$ cat src/intc_pkg.sv
// Constants and carrier types for the interrupt priority controller.
package intc_pkg;

  // ==========================================================
  // Sizes
  localparam int NUM_SRC       = 64;
  localparam int FLAG_REGS     = NUM_SRC / 16;
  localparam int PRIO_REGS     = NUM_SRC / 4;
  localparam int NUM_EXT       = 3;
  localparam int IDX_W         = 6;

  // ==========================================================
  // Byte offsets
  localparam logic [7:0] OFS_GIC1     = 8'h00;
  localparam logic [7:0] OFS_GIC2     = 8'h04;
  localparam logic [7:0] OFS_PEND     = 8'h08;
  localparam logic [7:0] OFS_SR       = 8'h0c;
  localparam logic [7:0] OFS_CORE_CONTROL_WORD   = 8'h10;
  localparam logic [7:0] OFS_EVT_STAT = 8'h14;
  localparam logic [7:0] OFS_EVT_MASK = 8'h18;
  localparam logic [7:0] OFS_FLAG     = 8'h40;
  localparam logic [7:0] OFS_ENA      = 8'h60;
  localparam logic [7:0] OFS_PRIO     = 8'h80;
  localparam logic [7:0] OFS_PRIO_END = 8'hc0;

  // ==========================================================
  // Field positions and values
  localparam int         NEST_DIS_BIT  = 15;
  localparam logic [15:0] TRAP_MASK    = 16'h7fde;
  localparam int         ALT_TBL_BIT   = 15;
  localparam int         IPL_LSB       = 5;
  localparam int         IPL_MSB_BIT   = 3;
  localparam logic [15:0] CORE_CONTROL_WORD_RST   = 16'h0020;
  localparam logic [6:0] VEC_BASE      = 7'h08;
  localparam int         PRIO_W        = 3;
  localparam int         PRIO_STRIDE   = 4;
  localparam int         EVT_W         = 2;
  localparam int         EVT_PEND      = 0;
  localparam int         EVT_TRAP      = 1;
  localparam logic [1:0] HTRANS_NONSEQ = 2'b10;
  localparam logic [1:0] HTRANS_SEQ    = 2'b11;

  // Primary and alternate table entry of source 0
  localparam logic [23:0] IVT_BASE  = 24'h000014;
  localparam logic [23:0] ALTERNATE_VECTOR_TABLE_BASE = 24'h000114;
  localparam logic [23:0] VEC_STEP  = 24'h000002;

  // External request sources by natural order
  localparam logic [IDX_W-1:0] EXT_SRC [NUM_EXT] = '{6'h00, 6'h14, 6'h1d};

  // ==========================================================
  // Carriers
  typedef struct packed {
    logic       valid;
    logic [6:0] vector;
    logic [3:0] level;
  } pending_t;

  typedef struct packed {
    logic       wr;
    logic       rd;
    logic [7:0] addr;
  } bus_req_t;

endpackage

$ cat src/interrupt_priority_control.sv
// Interrupt controller registers, priority resolution and AHB-Lite slave.
//
// Functional notes
// - Twenty-seven interrupt registers: two global controls, flags, enables, priorities, pending.
// - Global control one holds nesting disable plus trap source flags.
// - Global control two sets external pin edge polarity and alternate table selection.
// - Each source owns one flag set by its request and cleared only by software.
// - Each source has its own enable bit.
// - Each user source has a three-bit priority selecting one of eight levels.
// - Pending register latches a 7-bit vector number and 4-bit level.
// - Flag, enable and priority bits follow vector order, vector 8 at bit 0 of register 0.
// - Status word bits 7:5 hold the low CPU level bits, writable by software.
// - The CPU level MSB lives in core control and software cannot set it.
// - The three level bits encode 0 to 7, with 7 masking all user sources.
// - The MSB forms levels 8 to 15 and while set masks all user sources.
// - With nesting disable set the level bits ignore software writes.
// - Source 0 uses vector 8 at table entries 0x000014 or 0x000114.
//
// Design decisions made here: the AHB-Lite register port and the register addresses.
`timescale 1ns/1ps
`default_nettype none

module interrupt_priority_control
  import intc_pkg::*;
(
  // Clock and reset
  input  wire logic                clock,
  input  wire logic                rst_n,
  // AHB-Lite slave
  input  wire logic                hsel,
  input  wire logic [31:0]         haddr,
  input  wire logic [1:0]          htrans,
  input  wire logic                hwrite,
  input  wire logic [2:0]          hsize,
  input  wire logic                hready,
  input  wire logic [31:0]         hwdata,
  output logic [31:0]              hrdata,
  output logic                     hreadyout,
  output logic                     hresp,
  // Request sources
  input  wire logic [NUM_SRC-1:0]  src_req,
  input  wire logic [NUM_EXT-1:0]  ext_pin,
  input  wire logic [15:0]         trap_evt,
  // CPU side
  output logic                     cpu_int_req,
  output logic [6:0]               cpu_int_vector,
  output logic [3:0]               cpu_int_level,
  output logic [23:0]              cpu_vec_addr,
  // Interrupt to system
  output logic                     irq
);

  // ==========================================================
  // Storage
  logic [15:0]            gic1_ff;
  logic [15:0]            gic2_ff;
  logic [2:0]             ipl_ff;
  logic [15:0]            core_control_word_ff;
  logic [NUM_SRC-1:0]     flag_ff;
  logic [NUM_SRC-1:0]     ena_ff;
  logic [PRIO_W-1:0]      prio_ff [NUM_SRC];
  pending_t               pend_ff;
  logic [EVT_W-1:0]       evt_stat_ff;
  logic [EVT_W-1:0]       evt_mask_ff;
  bus_req_t               req_ff;
  logic [31:0]            hrdata_ff;
  logic                   irq_ff;
  logic [23:0]            vec_addr_ff;
  logic [NUM_EXT-1:0]     ext_meta_ff;
  logic [NUM_EXT-1:0]     ext_sync_ff;
  logic [NUM_EXT-1:0]     ext_prev_ff;

  logic                   wr_en;
  logic [15:0]            wdat;
  logic [NUM_SRC-1:0]     ext_set;
  logic [NUM_SRC-1:0]     nxt_flag;
  logic [15:0]            trap_set;
  logic [3:0]             cur_level;
  pending_t               nxt_pend;
  logic [31:0]            rd_val;

  // Bank ends, one word per sixteen sources
  localparam logic [7:0]  FLAG_END = OFS_FLAG + 8'(FLAG_REGS * 4);
  localparam logic [7:0]  ENA_END  = OFS_ENA + 8'(FLAG_REGS * 4);

  function automatic logic in_bank(input logic [7:0] a, input logic [7:0] base,
                                   input logic [7:0] last);
    return (a >= base) && (a < last);
  endfunction

  function automatic int bank_idx(input logic [7:0] a, input logic [7:0] base);
    return int'((a - base) >> 2);
  endfunction

  // ==========================================================
  // AHB-Lite address and data phase
  always_ff @(posedge clock) begin
    if (!rst_n) begin
      req_ff <= '0;
    end else if (hready) begin
      req_ff.wr   <= hsel && hwrite && (htrans == HTRANS_NONSEQ || htrans == HTRANS_SEQ);
      req_ff.rd   <= hsel && !hwrite && (htrans == HTRANS_NONSEQ || htrans == HTRANS_SEQ);
      req_ff.addr <= haddr[7:0];
    end else begin
      req_ff <= req_ff;
    end
  end

  assign wr_en = req_ff.wr;
  assign wdat  = hwdata[15:0];

  // Read data stands one data phase, zero otherwise
  always_ff @(posedge clock) begin
    if (!rst_n) begin
      hrdata_ff <= '0;
    end else if (hready && hsel && !hwrite && htrans[1]) begin
      hrdata_ff <= rd_val;
    end else begin
      hrdata_ff <= '0;
    end
  end

  // Read decode in the address phase
  // unmapped words read zero
  always_comb begin
    rd_val = '0;
    if (in_bank(haddr[7:0], OFS_FLAG, FLAG_END)) begin
      rd_val[15:0] = flag_ff[bank_idx(haddr[7:0], OFS_FLAG)*16 +: 16];
    end else if (in_bank(haddr[7:0], OFS_ENA, ENA_END)) begin
      rd_val[15:0] = ena_ff[bank_idx(haddr[7:0], OFS_ENA)*16 +: 16];
    end else if (in_bank(haddr[7:0], OFS_PRIO, OFS_PRIO_END)) begin
      for (int k = 0; k < PRIO_STRIDE; k++) begin
        rd_val[k*PRIO_STRIDE +: PRIO_W] = prio_ff[bank_idx(haddr[7:0], OFS_PRIO)*4 + k];
      end
    end else begin
      unique case (haddr[7:0])
        OFS_GIC1:     rd_val[15:0] = gic1_ff;
        OFS_GIC2:     rd_val[15:0] = gic2_ff;
        OFS_PEND:     rd_val[15:0] = {4'h0, pend_ff.level, 1'b0, pend_ff.vector};
        OFS_SR:       rd_val[IPL_LSB +: 3] = ipl_ff;
        OFS_CORE_CONTROL_WORD:   rd_val[15:0] = core_control_word_ff;
        OFS_EVT_STAT: rd_val[EVT_W-1:0] = evt_stat_ff;
        OFS_EVT_MASK: rd_val[EVT_W-1:0] = evt_mask_ff;
        default:      rd_val = '0;
      endcase
    end
  end

  // Zero wait states, always OKAY
  always_ff @(posedge clock) begin
    if (!rst_n) begin
      hresp <= 1'b0;
      hreadyout <= 1'b1;
    end else begin
      hresp <= 1'b0;
      hreadyout <= 1'b1;
    end
  end

  assign hrdata = hrdata_ff;

  // ==========================================================
  // Global control registers
  assign trap_set = trap_evt & TRAP_MASK;

  always_ff @(posedge clock) begin
    if (!rst_n) begin
      gic1_ff <= '0;
    end else if (wr_en && req_ff.addr == OFS_GIC1) begin
      gic1_ff <= (wdat & (TRAP_MASK | (16'h0001 << NEST_DIS_BIT))) | trap_set;
    end else begin
      gic1_ff <= gic1_ff | trap_set;
    end
  end

  always_ff @(posedge clock) begin
    if (!rst_n) begin
      gic2_ff <= '0;
    end else if (wr_en && req_ff.addr == OFS_GIC2) begin
      gic2_ff <= wdat & ((16'h0001 << ALT_TBL_BIT) | 16'((1 << NUM_EXT) - 1));
    end
  end

  // ==========================================================
  // External pins: sync, then edge per polarity bit
  always_ff @(posedge clock) begin
    if (!rst_n) begin
      ext_meta_ff <= '0;
      ext_sync_ff <= '0;
      ext_prev_ff <= '0;
    end else begin
      ext_meta_ff <= ext_pin;
      ext_sync_ff <= ext_meta_ff;
      ext_prev_ff <= ext_sync_ff;
    end
  end

  always_comb begin
    ext_set = '0;
    for (int e = 0; e < NUM_EXT; e++) begin
      ext_set[EXT_SRC[e]] = gic2_ff[e] ? (ext_prev_ff[e] & ~ext_sync_ff[e])
                                       : (~ext_prev_ff[e] & ext_sync_ff[e]);
    end
  end

  // ==========================================================
  // Flags, enables, priorities
  // set wins over software clear
  always_comb begin
    nxt_flag = flag_ff;
    if (wr_en && in_bank(req_ff.addr, OFS_FLAG, FLAG_END)) begin
      nxt_flag[bank_idx(req_ff.addr, OFS_FLAG)*16 +: 16] = wdat;
    end
    nxt_flag = nxt_flag | src_req | ext_set;
  end

  // bit n%16 of bank n/16 is source n
  always_ff @(posedge clock) begin
    if (!rst_n) begin
      flag_ff <= '0;
    end else begin
      flag_ff <= nxt_flag;
    end
  end

  always_ff @(posedge clock) begin
    if (!rst_n) begin
      ena_ff <= '0;
    end else if (wr_en && in_bank(req_ff.addr, OFS_ENA, ENA_END)) begin
      ena_ff[bank_idx(req_ff.addr, OFS_ENA)*16 +: 16] <= wdat;
    end
  end

  always_ff @(posedge clock) begin
    if (!rst_n) begin
      for (int s = 0; s < NUM_SRC; s++) begin
        prio_ff[s] <= '0;
      end
    end else if (wr_en && in_bank(req_ff.addr, OFS_PRIO, OFS_PRIO_END)) begin
      for (int k = 0; k < PRIO_STRIDE; k++) begin
        prio_ff[bank_idx(req_ff.addr, OFS_PRIO)*4 + k] <= wdat[k*PRIO_STRIDE +: PRIO_W];
      end
    end
  end

  // ==========================================================
  // CPU priority level
  // level bits, locked by nesting disable
  always_ff @(posedge clock) begin
    if (!rst_n) begin
      ipl_ff <= '0;
    end else if (wr_en && req_ff.addr == OFS_SR && !gic1_ff[NEST_DIS_BIT]) begin
      ipl_ff <= wdat[IPL_LSB +: 3];
    end
  end

  // MSB cleared by software, set only by a trap
  always_ff @(posedge clock) begin
    if (!rst_n) begin
      core_control_word_ff <= CORE_CONTROL_WORD_RST;
    end else begin
      if (wr_en && req_ff.addr == OFS_CORE_CONTROL_WORD) begin
        core_control_word_ff <= {wdat[15:IPL_MSB_BIT+1],
                      core_control_word_ff[IPL_MSB_BIT] & wdat[IPL_MSB_BIT],
                      wdat[IPL_MSB_BIT-1:0]};
      end
      if (|trap_set) begin
        core_control_word_ff[IPL_MSB_BIT] <= 1'b1;
      end
    end
  end

  assign cur_level = {core_control_word_ff[IPL_MSB_BIT], ipl_ff};

  // ==========================================================
  // Priority resolution
  // flagged, enabled, above level; ties go to natural order
  always_comb begin
    nxt_pend = '0;
    for (int s = NUM_SRC - 1; s >= 0; s--) begin
      if (flag_ff[s] && ena_ff[s] && ({1'b0, prio_ff[s]} > cur_level)
          && (!nxt_pend.valid || {1'b0, prio_ff[s]} >= nxt_pend.level)) begin
        nxt_pend.valid  = 1'b1;
        // vector is natural order plus eight
        nxt_pend.vector = VEC_BASE + 7'(s);
        nxt_pend.level  = {1'b0, prio_ff[s]};
      end
    end
  end

  always_ff @(posedge clock) begin
    if (!rst_n) begin
      pend_ff <= '0;
    end else begin
      pend_ff <= nxt_pend;
    end
  end

  always_ff @(posedge clock) begin
    if (!rst_n) begin
      vec_addr_ff <= '0;
    end else begin
      vec_addr_ff <= (gic2_ff[ALT_TBL_BIT] ? ALTERNATE_VECTOR_TABLE_BASE : IVT_BASE)
                     + VEC_STEP * 24'(nxt_pend.vector - VEC_BASE);
    end
  end

  assign cpu_int_req    = pend_ff.valid;
  assign cpu_int_vector = pend_ff.vector;
  assign cpu_int_level  = pend_ff.level;
  assign cpu_vec_addr   = vec_addr_ff;

  // ==========================================================
  // Event status, mask and interrupt line
  always_ff @(posedge clock) begin
    if (!rst_n) begin
      evt_stat_ff <= '0;
      evt_mask_ff <= '0;
      irq_ff      <= 1'b0;
    end else begin
      evt_stat_ff <= (evt_stat_ff
                      & ~((wr_en && req_ff.addr == OFS_EVT_STAT) ? wdat[EVT_W-1:0] : '0))
                     | {(|trap_set), (nxt_pend.valid && !pend_ff.valid)};
      if (wr_en && req_ff.addr == OFS_EVT_MASK) begin
        evt_mask_ff <= wdat[EVT_W-1:0];
      end
      irq_ff <= |(evt_stat_ff & evt_mask_ff);
    end
  end

  assign irq = irq_ff;

endmodule

`default_nettype wire

$ cat config.mk
export PLATFORM = sky130hd
export DESIGN_NAME = interrupt_priority_control
export DESIGN_NICKNAME = d
export VERILOG_FILES = /design/src/intc_pkg.sv /design/src/interrupt_priority_control.sv
export SDC_FILE = /design/constraint.sdc
export NUM_CORES = 1
export LEC_CHECK = 0
export BUFFER_PORTS_ARGS = -buffer_cell sky130_fd_sc_hd__buf_2
export CELL_PAD_IN_SITES_DETAIL_PLACEMENT = 1
export CELL_PAD_IN_SITES_GLOBAL_PLACEMENT = 1
export CORE_ASPECT_RATIO = 1.25
export CORE_UTILIZATION = 40
export CTS_BUF_LIST = sky130_fd_sc_hd__clkbuf_2 sky130_fd_sc_hd__clkbuf_4 sky130_fd_sc_hd__clkbuf_8
export DETAILED_ROUTE_END_ITERATION = 8
export GPL_TIMING_DRIVEN = 0
export MAX_ROUTING_LAYER = met4
export PLACE_DENSITY_LB_ADDON = 0.1
export SYNTH_ARGS = -nofsm -noshare
export SYNTH_HDL_FRONTEND = slang
export SYNTH_SLANG_ARGS = --single-unit
$ cat constraint.sdc
create_clock -name clock -period 122.4 [get_ports clock]
set_clock_uncertainty 0.1 [all_clocks]
set_input_delay 12.24 -clock clock [delete_from_list [all_inputs] [get_ports clock]]
set_output_delay 12.24 -clock clock [all_outputs]
set_load 0.01 [all_outputs]
### Word-level counts from Yosys, hierarchy flattened

Memories as Yosys holds them, arrays and structs flattened.
Index checks and enable logic that the tools add are counted.

* memories: 1
* bits in writable memories: 192
* word-level logic and storage cells: 680
* output and inout bits: 71
* register bits after elaboration: 258

Memory list
* prio_ff: depth 64, bits a word 3, read ports 68, clocked after Yosys merged registers in 0, wr ports 64, RTL line interrupt_priority_control.sv:61 `logic [PRIO_W-1:0] prio_ff [NUM_SRC];`

* order comparisons: 139
* multiplexer cells: 105
* reduce and logical (&&, ||, !) cells: 355
* shift operators: 6
* add/sub/neg operators: 16
* equal/unequal tests: 13
* bitwise logic cells: 23

Operator list (number)
* two-way mux 12 bit: 64
* > comparator 3 x 4 -> 1 bit: 64
* >= comparator 3 x 4 -> 1 bit: 63
* logical AND 1 bit: 213
* bitwise mux 64 bit: 2
* variable shift 16 x 33 -> 64 bit, first input constant: 2
* indexed part select 16 x 33 -> 64 bit: 2
* indexed part select 64 x 11 -> 16 bit: 2
* zero test 1 bit: 66
* negator 11 -> 33 bit: 2
* logical OR 1 bit: 64
* two-way mux 64 bit: 1
* OR 64 x 30 -> 64 bit: 1
* OR 64 bit: 1
* equality test 8 x 5 -> 1 bit, second input constant: 6
* two-way mux 16 bit: 3
* subtractor 8 x 7 -> 9 bit, second input constant: 4
* >= comparator 8 x 7 -> 1 bit, second input constant: 4
* less-than comparator 8 x 7 -> 1 bit, second input constant: 4
* OR 16 x 15 -> 16 bit: 2
* case mux 8 bit (4 select lines): 1
* adder 6 x 3 -> 6 bit, second input constant: 4
* equality test 8 x 4 -> 1 bit, second input constant: 3
* two-way mux 3 bit: 8
* other kinds (27): 71

### Logic depth before layout (Yosys ltp)

An unclocked memory read counts as a cell.

* depth in word-level cells: 258
* gate-level depth with buffers: 514
* gate-level depth less buffers: 499

### Least setup slack after synthesis

Ideal clock, no wire load.

* kind: register -> register
* start: register ipl_ff[0]
* end: register vec_addr_ff[9], in the netlist cpu_vec_addr[9]
* arrival: 93.087 ns
* slack: 29.097 ns
* library setup time: 0.116 ns
* stages on the path, launching flop included: 495
* cell sequence: dfxtp_1 > ha_1 > a311oi_2 > nand2_1 > nor2_1 > ha_1 > o21ai_0 > a21oi_1 > a21oi_1 > a22o_1 > ha_1 > nand2b_1 > a21o_1 > a21o_1 > o21a_1 > buf_2 > a221o_1 > a21boi_0 > (+459 left out) > nor2b_1 > a31oi_1 > mux2_2 > ha_1 > nand2b_1 > a21o_1 > a21o_1 > a22o_1 > nor4_1 > o311ai_1 > inv_1 > ha_1 > nand2_1 > inv_1 > ha_1 > nor2_1 > a31oi_1 > o211a_1

RTL lines
* from (decl): RTL line interrupt_priority_control.sv:57 `logic [2:0] ipl_ff;`
* from (signal assigned): RTL line interrupt_priority_control.sv:253 `ipl_ff <= wdat[IPL_LSB +: 3];`
* to (signal assigned): RTL line interrupt_priority_control.sv:303 `vec_addr_ff <= (gic2_ff[ALT_TBL_BIT] ? ALTERNATE_VECTOR_TABLE_BASE : IVT_BASE)`
* to (decl): RTL line interrupt_priority_control.sv:68 `logic [23:0] vec_addr_ff;`

==> run summary <==
Synth async-reset ratio: 0%
Overflow after GRT: 0
reg2reg setup slack: 8.10 ns
global placement routability congestion: 1.030
clk slew on worst S/H paths: 0.06 ns
Critical Path AT: 114.75 ns
htree depth: 3
CTS tree: done
initial antenna violation count: 11
first-pass iteration count of the detailed router: 5
wire length after detailed routing: 163.5 mm
HPWL reported at the end of detailed placement: 132.0 mm
share of cells above drive strength 1: 14.31%
Max VDD drop: 0.000007657 V
IO Count: 228
most frequent cells in the layout: 413 x ha_1, 387 x nand2_1, 278 x and2_1
Post-CTS Repair Setup Buffers: 0
Worst setup endpoint: cpu_vec_addr[22]
minimum clock period: 114.30 ns
CP startpoint kind: register
Synth Instances: 3,806
DR vias: 33,140
worst slew pin tran: 1.567 ns
Slew Limit Fails: 6
worst setup margin: 8.099 ns
Synth Register Bits: 416
register area share after synthesis: 29.65%
gr usage total: 37.72%
Skew-Pair Late Insertion Delay: 0.71 ns
CP Class: register to register
initial DRC count: 3,159
Fillers: 10,120
Ys Warns: 0
status: finished with violations
Num CTS Buffers: 78
core area: 85,580 µm²
critical path launch point: ipl_ff[1]
post-route setup TNS: 0 ns
CTS max path bufs: 3
area delta synth->final: 11.78%
ANT nets after route: 0
clk root buf: clkbuf_8
first-pass GRT wire length: 230.2 mm
final hold violation count: 0
slowest CP cell: nor3b_1
DR WL/cell: 31.15 µm
max-cap viol count: 2
Placed Cells: 5,095
Finished Layout Cells: 5,248
FF-to-FF Start: ipl_ff[1]
via density per instance: 6.314
cells on worst reg2reg path: 490
Final setup viols: 0
count of standard-cell rows: 120
Leakage: 15.92 nW
ys flop type: dfxtp_1
Die X: 264.9 µm
PortBufs: 156
commonest non-fill, non-tap cell in the layout: ha_1
number of global-route vias before repair: 32,090
count of different cell masters after synthesis: 109
CTS Sinks: 416
crit-path max cell delay: 0.99 ns
Final Util: 45.16%
reg2reg end: cpu_vec_addr[22]
DP Worst Slack: 9.900 ns
Max Clk Rate: 8.749 MHz
crit-path max FO: 30
syn_area_per_cell: 9.083 µm²
Cell Pwr Density: 9.023 nW/µm²
Syn Std Cell Area: 34,570 µm²
DIE AREA: 87,610 µm²
number of flops mapped to enable cells by yosys: 192
Hold Path Class: register to register
Tcrit/Tclk final: 93.38%
pin count of the biggest net entering global routing: 44
required time of the critical path: 122.85 ns
crit end category: register
violated checks: capacitance limit, slew limit
Post-route DRC: 0
worst rel slew slack: -5.272%
Top cell by count, worst path: ha_1
RSZ-0062 raised after global routing: false
CTS Hold Buffers Added: 0
Die Span Y: 330.7 µm
Initial Utilization: 40.39%
total of cells resized after clock tree synthesis: 0
Final nets: 4,648
## power by group
part | internal, W | total [W] | switching (W)
registers | 0.000150 | 0.000158 | 0.00000843
clock network | 0.0000801 | 0.000146 | 0.0000662
logic | 0.0000161 | 0.0000443 | 0.0000282
total | 0.000246 | 0.000349 | 0.000103
## cell type report
cell class | count | area [µm²] | share of cell area [%]
multi-input combinational | 3042 | 22870 | 59.18
sequential | 416 | 10250 | 26.53
clock buffer | 125 | 1508 | 3.901
tap | 1098 | 1374 | 3.555
timing repair buffer | 173 | 968.4 | 2.506
buffer | 206 | 919.6 | 2.380
inverter | 160 | 605.6 | 1.567
clock inverter | 16 | 116.4 | 0.3011
antenna | 12 | 30.03 | 0.07771
## worst min path at each step
stage	from	to	slack, ns	cells after the start
2_1_floorplan	ext_meta_ff[0]	ext_sync_ff[0]	0.31	1
3_3_place_gp	ext_meta_ff[2]	ext_sync_ff[2]	0.31	1
3_5_place_dp	ext_meta_ff[1]	ext_sync_ff[1]	0.33	1
4_1_cts	ext_meta_ff[2]	ext_sync_ff[2]	0.35	1
5_1_grt	ext_meta_ff[0]	ext_sync_ff[0]	0.36	1
6_report	ext_meta_ff[1]	ext_sync_ff[1]	0.34	1
## Yosys cell counts (all sizes together) (10+ instances only)
cell	number	area share (%)
a211oi	39	0.89
a21boi	31	0.71
a21o	102	2.2
a21oi	185	2.7
a221o	11	0.32
a221oi	21	0.53
a22o	13	0.33
a22oi	29	0.63
a311oi	13	0.35
a31oi	53	1.0
and2	279	5.0
and3	29	0.52
buf	60	1.1
clkbuf	146	1.6
dfxtp	224	13
edfxtp	192	17
ha	413	15
inv	159	1.7
mux2	60	2.0
mux2i	47	1.4
mux4	92	6.0
nand2	387	4.2
nand2b	79	1.4
nand3	93	1.4
nand3b	43	0.93
nand4	39	0.71
nand4b	18	0.46
nor2	152	1.7
nor2b	101	1.8
nor3	74	1.1
nor4	35	0.73
o211ai	14	0.30
o21a	115	2.5
o21ai	235	3.4
o22ai	12	0.22
o31a	11	0.28
o31ai	23	0.64
o41ai	10	0.32
or2	18	0.33
or3	11	0.20
## state kept, by name, indices dropped and copies added (netlist names), 3 cells and up
signal	flops
cpu_int_vector	7
cpu_int_level	3
flag_ff	64
cpu_vec_addr	9
hrdata	16
gic2_ff	4
gic1_ff	14
core_control_word_ff	16
prio_ff	192
ext_meta_ff	3
ena_ff	64
ext_sync_ff	3
ipl_ff	3
ext_prev_ff	3
req_ff	8
## critical path: cells and delay by family, from the launching register on
| family | cells | cell delay [ns] |
|---|---|---|
| flops | 1 | 0.37 |
| mux | 23 | 8.87 |
| compound gates | 241 | 58.34 |
| simple gates | 140 | 23.01 |
| fa+ha+maj | 64 | 17.60 |
| buf+inv | 22 | 5.66 |
## per-stage QoR
step | hold slack (ns) | total power (W) | area [µm²]
2_1_floorplan | 0.3119 | 0.0001811 | 34640
3_3_place_gp | 0.3140 | 0.0002026 | 36790
3_5_place_dp | 0.3314 | 0.0002036 | 36990
4_1_cts | 0.3470 | 0.0003462 | 38610
5_1_grt | 0.3613 | 0.0003563 | 38630
6_report | 0.3438 | 0.0003487 | 38640
## kinds of logic (layout without fill, tap and decap cells)
group	after synthesis	in the layout	share of synthesized area, %
other cells	2	32	0.02172
xor+xnor	10	10	0.2533
compound gates	1008	1008	19.94
mux	199	199	9.356
simple gates	1391	1391	21.38
buf+inv	366	680	4.394
flops	416	416	29.65
fa+ha+maj	414	414	15.01
## layer usage
layer,wire [µm],vias up,GRT usage [%]
met2,77250,1342,61.91
met3,11640,308,4.988
met5,0,-,-
li1,-,14660,-
met1,66230,16830,46.18
met4,8340,0,17.10
Note: power is estimated with default switching activity, not from simulation.
